$ cat src/core/clk_ctrl_defs.vh
/*
  Register map, source codes, reset values, unlock keys and switch timing of the clock control block.
  Assumes inclusion by the clock control module only.
*/
`ifndef CLK_CTRL_DEFS_VH
`define CLK_CTRL_DEFS_VH

// ----------------------------------------
// Register offsets
// ----------------------------------------
`define OSC_CTRL_ADDR 4'h0
`define CLK_DIV_ADDR 4'h1
`define PLL_FBD_ADDR 4'h2
`define RC_TUNE_ADDR 4'h3
`define PLL_ODIV_ADDR 4'h4
`define HOLD_ADDR 4'h5

// ----------------------------------------
// Unlock keys
// ----------------------------------------
`define KEY_HI_1 8'h78
`define KEY_HI_2 8'h9a
`define KEY_LO_1 8'h46
`define KEY_LO_2 8'h57

// ----------------------------------------
// Reset values
// ----------------------------------------
`define SRC_RESET 3'h7
`define DOZE_RESET 3'h3
`define RCDIV_RESET 3'h0
`define PRE_RESET 4'h1
`define FBD_RESET 8'h96
`define VCO_OUTPUT_DIVIDER_RESET 2'h0
`define POST1_RESET 3'h4
`define POST2_RESET 3'h1

// ----------------------------------------
// Source codes
// ----------------------------------------
`define SRC_FRC 3'h0
`define SRC_FRC_PLL 3'h1
`define SRC_PRI 3'h2
`define SRC_PRI_PLL 3'h3
`define SRC_RSVD 3'h4

// ----------------------------------------
// Switch timing (source ready wait)
// ----------------------------------------
`define SWITCH_WAIT_NS 100
`define CLK_PERIOD_NS 5

`endif

$ cat src/core/clk_ctrl.v
/*
  Clock control register block: source switch request, clock-fail flag with trap,
  doze ratio with recover-on-interrupt, RC postscaler, PLL dividers and RC trim.
  Assumes a single-cycle register port on clk_i, and fail/interrupt inputs from
  logic on the same clock; the source-ready input comes from the analog side.
*/
// Our own choices: the address-and-strobe port and the register offsets.
`timescale 1ns/1ps
`include "clk_ctrl_defs.vh"

module clk_ctrl #(
  parameter ADDR_W = 4
) (
  // Clock and reset
  input wire clk_i,
  input wire nrst_i,
  // Register port
  input wire [ADDR_W-1:0] addr_i,
  input wire [15:0] wdata_i,
  input wire wr_i,
  input wire rd_i,
  output reg [15:0] rdata_o,
  // Events
  input wire monitor_fail_i,
  input wire irq_i,
  input wire src_ready_i,
  input wire pll_lock_i,
  // Clock controls
  output reg [2:0] cur_src_o,
  output reg osc_trap_o,
  output reg [7:0] doze_div_o,
  output reg [8:0] rc_div_o,
  output reg [3:0] pll_pre_div_o,
  output reg [7:0] pll_fbd_o,
  output reg [2:0] vco_div_o,
  output reg [2:0] post1_o,
  output reg [2:0] post2_o,
  output reg [5:0] rc_trim_o
);

  localparam integer WAIT_CYC_I = `SWITCH_WAIT_NS / `CLK_PERIOD_NS;
  localparam [7:0] WAIT_CYC = WAIT_CYC_I[7:0];

  localparam [2:0] ST_IDLE = 3'b001;
  localparam [2:0] ST_WAIT = 3'b010;
  localparam [2:0] ST_DONE = 3'b100;

  // ----------------------------------------
  // Synchronise analog ready/lock
  // ----------------------------------------
  reg rdy_s1_r, rdy_s2_r, lock_s1_r, lock_s2_r;
  always @(posedge clk_i or negedge nrst_i) begin
    if (!nrst_i) begin
      rdy_s1_r <= 1'b0;
      rdy_s2_r <= 1'b0;
      lock_s1_r <= 1'b0;
      lock_s2_r <= 1'b0;
    end else begin
      rdy_s1_r <= src_ready_i;
      rdy_s2_r <= rdy_s1_r;
      lock_s1_r <= pll_lock_i;
      lock_s2_r <= lock_s1_r;
    end
  end

  // ----------------------------------------
  // Registers
  // ----------------------------------------
  reg [2:0] cur_r, new_r, state_r;
  reg clk_lock_r, fail_r, sw_req_r;
  reg roi_r, doze_en_r;
  reg [2:0] doze_r, rcdiv_r;
  reg [3:0] pre_r;
  reg [7:0] fbd_r;
  reg [5:0] trim_r;
  reg [1:0] vco_r;
  reg [2:0] p1_r, p2_r;
  reg [1:0] hi_key_r, lo_key_r;
  reg [7:0] wait_r;

  wire wr_osc = wr_i && (addr_i == `OSC_CTRL_ADDR);
  wire wr_div = wr_i && (addr_i == `CLK_DIV_ADDR);
  // A write that carries a key, or any other write, consumes the unlock window
  wire hi_open = hi_key_r[1];
  wire lo_open = lo_key_r[1];
  wire sw_fail = wr_osc && lo_open && wdata_i[3] && !fail_r;
  wire [2:0] tgt = (new_r == `SRC_RSVD) ? `SRC_FRC : new_r;

  always @(posedge clk_i or negedge nrst_i) begin
    if (!nrst_i) begin
      hi_key_r <= 2'h0;
      lo_key_r <= 2'h0;
    end else if (wr_osc) begin
      // Keys must be back to back; a stray write drops the sequence
      if (wdata_i[15:8] == `KEY_HI_1) hi_key_r <= 2'h1;
      else if (hi_key_r == 2'h1 && wdata_i[15:8] == `KEY_HI_2) hi_key_r <= 2'h2;
      else hi_key_r <= 2'h0;
      if (wdata_i[7:0] == `KEY_LO_1) lo_key_r <= 2'h1;
      else if (lo_key_r == 2'h1 && wdata_i[7:0] == `KEY_LO_2) lo_key_r <= 2'h2;
      else lo_key_r <= 2'h0;
    end else if (wr_i) begin
      hi_key_r <= 2'h0;
      lo_key_r <= 2'h0;
    end
  end

  // ----------------------------------------
  // Oscillator control and switch sequencer
  // ----------------------------------------
  always @(posedge clk_i or negedge nrst_i) begin
    if (!nrst_i) begin
      cur_r <= `SRC_RESET;
      new_r <= `SRC_RESET;
      clk_lock_r <= 1'b0;
      fail_r <= 1'b0;
      sw_req_r <= 1'b0;
      state_r <= ST_IDLE;
      wait_r <= 8'h00;
      osc_trap_o <= 1'b0;
    end else begin
      osc_trap_o <= monitor_fail_i || sw_fail;
      if (wr_osc && hi_open) new_r <= wdata_i[10:8];
      if (wr_osc && lo_open) clk_lock_r <= wdata_i[7];
      // Hardware set wins over a software clear in the same cycle
      if (monitor_fail_i) fail_r <= 1'b1;
      else if (wr_osc && lo_open) fail_r <= wdata_i[3];
      case (state_r)
        ST_IDLE: begin
          if (wr_osc && lo_open && wdata_i[0]) begin
            sw_req_r <= 1'b1;
            wait_r <= WAIT_CYC;
            state_r <= ST_WAIT;
          end
        end
        ST_WAIT: begin
          // Old source keeps running until the new one reports ready
          if (wait_r != 8'h00) wait_r <= wait_r - 8'h01;
          else if (rdy_s2_r) begin
            cur_r <= tgt;
            state_r <= ST_DONE;
          end
        end
        ST_DONE: begin
          sw_req_r <= 1'b0;
          state_r <= ST_IDLE;
        end
        default: state_r <= ST_IDLE;
      endcase
    end
  end

  // ----------------------------------------
  // Clock divider and PLL registers
  // ----------------------------------------
  wire [2:0] doze_w = wdata_i[14:12];
  always @(posedge clk_i or negedge nrst_i) begin
    if (!nrst_i) begin
      roi_r <= 1'b0;
      doze_r <= `DOZE_RESET;
      doze_en_r <= 1'b0;
      rcdiv_r <= `RCDIV_RESET;
      pre_r <= `PRE_RESET;
      fbd_r <= `FBD_RESET;
      trim_r <= 6'h00;
      vco_r <= `VCO_OUTPUT_DIVIDER_RESET;
      p1_r <= `POST1_RESET;
      p2_r <= `POST2_RESET;
    end else begin
      if (wr_div) begin
        roi_r <= wdata_i[15];
        rcdiv_r <= wdata_i[10:8];
        pre_r <= wdata_i[3:0];
        if (!doze_en_r) doze_r <= doze_w;
        // Enable test uses the field as it will stand after this write
        if (!wdata_i[11]) doze_en_r <= 1'b0;
        else if ((doze_en_r ? doze_r : doze_w) != 3'h0) doze_en_r <= 1'b1;
      end
      if (roi_r && irq_i) doze_en_r <= 1'b0;
      if (wr_i && addr_i == `PLL_FBD_ADDR) fbd_r <= wdata_i[7:0];
      if (wr_i && addr_i == `RC_TUNE_ADDR) trim_r <= wdata_i[5:0];
      if (wr_i && addr_i == `PLL_ODIV_ADDR) begin
        vco_r <= wdata_i[9:8];
        p1_r <= wdata_i[6:4];
        p2_r <= wdata_i[2:0];
      end
    end
  end

  // ----------------------------------------
  // Decoded outputs and read port
  // ----------------------------------------
  always @(posedge clk_i or negedge nrst_i) begin
    if (!nrst_i) begin
      rdata_o <= 16'h0000;
      cur_src_o <= `SRC_RESET;
      doze_div_o <= 8'h01;
      rc_div_o <= 9'h001;
      pll_pre_div_o <= `PRE_RESET;
      pll_fbd_o <= `FBD_RESET;
      vco_div_o <= 3'h4;
      post1_o <= `POST1_RESET;
      post2_o <= `POST2_RESET;
      rc_trim_o <= 6'h00;
    end else begin
      cur_src_o <= cur_r;
      doze_div_o <= doze_en_r ? (8'h01 << doze_r) : 8'h01;
      rc_div_o <= (rcdiv_r == 3'h7) ? 9'h100 : (9'h001 << rcdiv_r);
      pll_pre_div_o <= pre_r;
      pll_fbd_o <= fbd_r;
      vco_div_o <= 3'h4 - {1'b0, vco_r};
      post1_o <= p1_r;
      post2_o <= p2_r;
      rc_trim_o <= trim_r;
      rdata_o <= 16'h0000;
      if (rd_i) begin
        case (addr_i)
          `OSC_CTRL_ADDR: rdata_o <= {1'b0, cur_r, 1'b0, new_r, clk_lock_r, 1'b0, lock_s2_r, 1'b0,
                                      fail_r, 2'b00, sw_req_r};
          `CLK_DIV_ADDR: rdata_o <= {roi_r, doze_r, doze_en_r, rcdiv_r, 4'h0, pre_r};
          `PLL_FBD_ADDR: rdata_o <= {8'h00, fbd_r};
          `RC_TUNE_ADDR: rdata_o <= {10'h000, trim_r};
          `PLL_ODIV_ADDR: rdata_o <= {6'h00, vco_r, 1'b0, p1_r, 1'b0, p2_r};
          default: rdata_o <= 16'h0000;
        endcase
      end
    end
  end

endmodule

$ cat config.mk
export PLATFORM = sky130hd
export DESIGN_NAME = clk_ctrl
export DESIGN_NICKNAME = d
export VERILOG_FILES = /design/src/core/clk_ctrl.v
export VERILOG_INCLUDE_DIRS = /design/src /design/src/core
export SDC_FILE = /design/constraint.sdc
export NUM_CORES = 1
export LEC_CHECK = 0
export BUFFER_PORTS_ARGS = -buffer_cell sky130_fd_sc_hd__buf_2
export CAP_MARGIN = 20
export CORE_UTILIZATION = 45
export DETAILED_ROUTE_END_ITERATION = 16
export GPL_TIMING_DRIVEN = 0
export PLACE_DENSITY = 0.71
export SETUP_SLACK_MARGIN = 0.05
export SLEW_MARGIN = 40
export SYNTH_ARGS = -nofsm -noshare
export SYNTH_HDL_FRONTEND = slang
export SYNTH_SLANG_ARGS = --single-unit
$ cat constraint.sdc
create_clock -name clk_i -period 1.86 [get_ports clk_i]
set_clock_uncertainty 0.2 [all_clocks]
set_input_delay 0.186 -clock clk_i [delete_from_list [all_inputs] [get_ports clk_i]]
set_output_delay 0.186 -clock clk_i [all_outputs]
set_load 0.02 [all_outputs]
# == After elaboration in Yosys (flattened, before gate mapping) ==
# Cells that the tools add are included.
# Widths: inputs -> output; s select.
# op_classes
n_eq_ne,20
n_mux,28
n_bitwise,1
n_div,0
n_addsub,2
n_lt_le_gt_ge,0
n_mul,0
shift,2
n_reduce_logical,28
# op_table
op,count
$pmux 16 s5,1
$eq 8x7->1 const B,3
$mux 8,3
$mux 16,1
$pmux 8 s2,1
$mux 3,5
$mux 2,7
$logic_and 1x1->1,13
$reduce_bool 2->1,5
$eq 3x3->1 const B,3
$mux 9,1
$reduce_and 3->1,3
$shl 1x3->9 const A,1
$eq 4x2->1 const B,2
$eq 8x8->1 const B,1
$ne 2x2->1 const B,4
$reduce_bool 8->1,1
$shl 1x3->8 const A,1
$sub 8x1->8 const B,1
$mux 1,7
$pmux 3 s2,1
$eq 2x1->1 const B,2
$eq 4x1->1 const B,1
$eq 4x3->1 const B,1
11 further kinds,12
# totals
n_memories,0
latchBits,0
word_cells,115
output_inout_bits,64
rom_bits,0
ff_bits,126
ram_bits,0

# == Longest topological paths before layout ==
# depth
word_depth,6
ltp_mapped,6
depth_no_buf,6

# == Least setup slack after synthesis ==
# OpenSTA, ideal clock, no wires.
# synth_path
kind,reg2reg
startpoint,register wait_r[0]
endpoint,register wait_r[5]
t_required_ns,1.536
path_stages_with_launch,7
arrival_time_ns,1.498
period_less_slack_ns,1.822
setup_slack_ns,0.038
setup_ns,0.124
cell_sequence,dfrtp_1 inv_1 ha_1 nor4b_2 and2_1 nor4_1 a211o_1
# synth_via
elab_chain_cells,3
elab_cells_between_ends,6
cone_classes,add/sub: 1; eq/ne: 1; mux: 2; reduce/logical: 2
# synth_lines
element,line,source
"start, declared",clk_ctrl.v:79,reg [7:0] wait_r;
"start signal, assigned",clk_ctrl.v:137,if (wait_r != 8'h00) wait_r <= wait_r - 8'h01;
$sub 8x1->8 / $reduce_bool 8->1 (equally long branches),clk_ctrl.v:137,
$mux 8 / $ne 2x2->1 (equally long branches),-,
$pmux 8 s2 / $reduce_and 3->1 (equally long branches),-,
# Several ways; a longest one is shown, not always the timed one. The select of a mux whose other input is x is not followed.
# A chain may end at the register's enable or synchronous reset.

# == Final worst setup path ==
# layout_path
startpoint,register wait_r[1]
endpoint,register cur_r[1]
# layout_via
elab_chain_cells,3
# layout_lines
element,line,source
$reduce_bool 8->1,clk_ctrl.v:137,
$not 1->1 (no source line),-,
$reduce_and 3->1 (no source line),-,
"end signal, assigned",clk_ctrl.v:112,cur_r <= `SRC_RESET;
"end signal, assigned",clk_ctrl.v:139,cur_r <= tgt;
"end, declared",clk_ctrl.v:69,"reg [2:0] cur_r, new_r, state_r;"
# Every way passes these cells.

==> results list <==
* Result of the run: complete, no violations
* Top-level I/O count: 92
- Most common library cell in the layout ignoring fill and taps: sky130_fd_sc_hd__dfrtp_1
- Number of buffers inserted during clock tree synthesis: 17
- Stages on worst setup path: 6
- The tightest min-delay check is of the in -> async type.
- Post-route standard cell area excluding fillers: 0.00643 mm^2
- The endpoint identified for the worst register-to-register timing path is cur_r[1]$_DFFE_PN1P_.
- The cell area that synthesis handed to floorplanning was 0.00469 mm^2.
* Syn_nets: 365
- Placed Instance Area: 0.00535 mm^2
- The floorplan step defined a core boundary enclosing 0.00995 mm^2.
- Clock sinks: 125
- P_sw: 1.98 mW
* Root cell of the clock tree: sky130_fd_sc_hd__clkbuf_8
* Flop pwr share: 0.424
- Category of cells accounting for the largest share of critical-path delay: simple AND/OR/NAND/NOR gates
- Worst IR drop on VDD: 0.000842 V
* Clock latency on the worst-skew pair: 0.52 ns
- For this run, global-route usage on met1 was measured as 0.266.
- The floorplan has 36 rows.
* Number of buffer and inverter stages on the critical path: 2
- Share of synthesized area occupied by flip-flops and latches: 0.675
- Counting every instance in the synthesized netlist gives 334.
- After synthesis the netlist holds a flip-flop and latch count of 125.
- Routability-driven placement finished with a final weighted congestion of 0.807.
* Power share of the clock group: 0.458
- Maximum number of pins on one net before global-route repair: 63
- For this run the aggregate overflow at the end of global routing stands at 0.
* Design internal power: 5.90 mW
- The number of cells on the worst reg-to-reg path is 6.
- Sw Share: 0.251
* Starting utilization of the core area: 0.471
- Power spread over the standard cell area amounts to 1220 mW/mm^2.
- Setup violations remaining at the end of the flow were counted as 0.
- The die is 104 um wide.
- Buffers placed on the I/O ports in this run total 90.
- Element type at the critical path end: flip-flop
- Setup repair after global routing could not meet its margin everywhere.
- Aggregate negative setup slack: 0 ns
- Place WS: -0.249 ns
- GR Layer Usage met3: 0.0620
- On the final layout, the worst hold slack is 0.000268 ns.
- The first global-routing pass estimated 17400 um of wire.
- Crit path required time: 2.10 ns
* Tmin final: 1.84 ns
- After the first detailed-routing iteration, the DRC count stood at 232.
- Final cycle utilization of the critical path: 0.987
* Worst Path Max Fanout: 6
- The HPWL after detailed placement is 6640 um.
* Met2 Resource Use GR: 0.354
- After layout, the worst setup slack is 0.0239 ns.
- Relative to the synthesized area, the layout overhead comes to 37.2%.
* Leading cell types in the layout, fill and taps excluded: 96 x sky130_fd_sc_hd__dfrtp_1, 92 x sky130_fd_sc_hd__buf_2, 39 x sky130_fd_sc_hd__mux2_2
- Count of cell types in the netlist: 52
- TritonRoute pass-1 iters: 5
- Across all register-to-register paths, the minimum setup slack is 0.02 ns.
- WL final: 11000 um
- Post-detailed-route count of antenna-violating nets: 0
- For this run, the number of standard cells in the final layout without fillers is 625.
- Type of element launching the critical path: flip-flop
- Synth async-reset ratio: 1.00
- In this design, the stage delay of the slowest critical-path cell is 0.41 ns.
- The signal on the critical path passes through inv_2, ha_4, nor4b_4, nand4_1, buf_6, mux2_2.
* Via count: 3304
- Relative max-transition margin: 0.570
- The analysis attributes to cell leakage a power of 3.09 nW.
- Post-layout nets: 510
- On the critical path, the stage with the largest delay is an instance of sky130_fd_sc_hd__dfrtp_1.
- The via count of the first global-routing pass came to 3255.
- The longest clock path from root to sink contains 2 buffers.
* Number of enable flip-flop cells after synthesis: 0
- Critical Path AT: 2.08 ns
- TritonCTS built the clock tree.
* H-tree level count: 4
- The worst register-to-register path begins at wait_r[1]$_DFFE_PN0P_.
* Average wire per standard cell: 17.5 um
- The final number of hold-violating endpoints came to 0.
* Antenna cell count: 0
- Via density per instance: 5.29
- The layer flagged by global routing as most heavily used is met2.
* Count of synthesis-stage warnings from yosys: 0
- Measured slew at the worst slew-check pin: 0.642 ns
* Final core occ: 0.646
- Vert. Die Dim: 104 um
- In the final layout, the share of cells above drive strength 1 is 0.463.
- The share of total power dissipated in combinational logic is 0.118.
- The worst setup path is of the reg -> reg kind.
* Max-slew violation count: 0
- Global-route total usage across every layer: 0.214
* Total power: 7.88 mW
- After detailed routing, the number of remaining DRC violations is 0.
- The tool flagged a number of max-cap violations equal to 0.
* Clock-pin slew on the worst setup and hold paths: 0.06 ns
- Averaged over all synthesized cells, the footprint is 14.0 um^2.
- Max Fclk: 545 MHz
- Counting tap cells, the placed design contains a total of 558 instances.
* Die footprint: 0.0108 mm^2
- The number of antenna violations at the first check in global routing came to 0.
- Predominant post-synthesis flop cell: sky130_fd_sc_hd__dfrtp_1
## kinds of logic (layout without fill, tap and decap cells)
kind of cell | count (synthesis) | count (layout) | synth area share
AOI/OAI and AO/OA | 47 | 47 | 0.0745
adders and majority gates | 3 | 3 | 0.00801
buffers and inverters | 23 | 181 | 0.0200
DFF | 125 | 125 | 0.675
muxes | 41 | 41 | 0.0979
other | 1 | 1 | 0.000800
and+or+nand+nor | 94 | 94 | 0.124
## cell usage after synthesis (6+ instances only)
library cell	number	area share
sky130_fd_sc_hd__dfrtp_1	96	0.51
sky130_fd_sc_hd__mux2_2	39	0.094
sky130_fd_sc_hd__dfstp_2	29	0.16
sky130_fd_sc_hd__nor2_1	23	0.018
sky130_fd_sc_hd__nand2_1	17	0.014
sky130_fd_sc_hd__inv_1	12	0.0096
sky130_fd_sc_hd__a21oi_1	8	0.0085
sky130_fd_sc_hd__a222oi_1	8	0.017
sky130_fd_sc_hd__a22oi_1	8	0.013
sky130_fd_sc_hd__and3_1	7	0.0093
sky130_fd_sc_hd__nand3_1	7	0.0075
sky130_fd_sc_hd__clkbuf_1	6	0.0048
## final cells by class
type | instances | area, um^2
fillers | 691 | 3520
flip-flops and latches | 125 | 3160
multi-input cells | 186 | 1520
repair buffers | 128 | 837
clock buffers | 18 | 428
clock inverters | 14 | 228
well taps | 133 | 166
inverters | 12 | 45.0
plain buffers | 9 | 41.3
## power groups by stage
stage	Clock [mW]	Sequential, mW	Combinational (mW)
2_1_floorplan	0	3.57	0.285
3_3_place_gp	0	3.36	0.855
3_5_place_dp	0	3.37	0.881
4_1_cts	3.68	3.34	0.933
5_1_grt	3.80	3.38	0.996
6_report	3.61	3.34	0.933
## routing by layer
layer | wire, um | part of all wire
met1 | 4600 | 0.42
met3 | 562 | 0.051
met4 | 110 | 0.010
met5 | 0 | 0
met2 | 5680 | 0.52
## flip-flops by register name (all words and copies together), names as in the netlist, 4 cells and up
| name | count |
|---|---|
| wait_r | 8 |
| doze_div_o | 8 |
| rc_div_o | 8 |
| pll_fbd_o | 8 |
| pll_pre_div_o | 4 |
| rc_trim_o | 6 |
| rdata_o | 16 |
| pre_r | 4 |
| fbd_r | 8 |
| trim_r | 6 |
## worst max path at each step
stage                                      start                     to
after floorplan           state_r[0]$_DFFE_PN1P_  wait_r[1]$_DFFE_PN0P_
final                      wait_r[1]$_DFFE_PN0P_   cur_r[1]$_DFFE_PN1P_
after global placement                    nrst_i  trim_r[3]$_DFFE_PN0P_
after global routing       wait_r[1]$_DFFE_PN0P_   cur_r[1]$_DFFE_PN1P_
after CTS                 state_r[0]$_DFFE_PN1P_  wait_r[1]$_DFFE_PN0P_
after detailed placement               addr_i[1]   rdata_o[5]$_DFF_PN0_
## timing repair
action / 4_1_cts / 5_1_grt
resized for setup: 5 / 12
hold buffers: 26 / 1
setup endpoints to repair: 9 / 13
buffers inserted: 5 / 4
pin swaps: 2 / 7
endpoints found under the hold margin: 168 / 3
No activity file was read; power rests on OpenSTA's default activity.
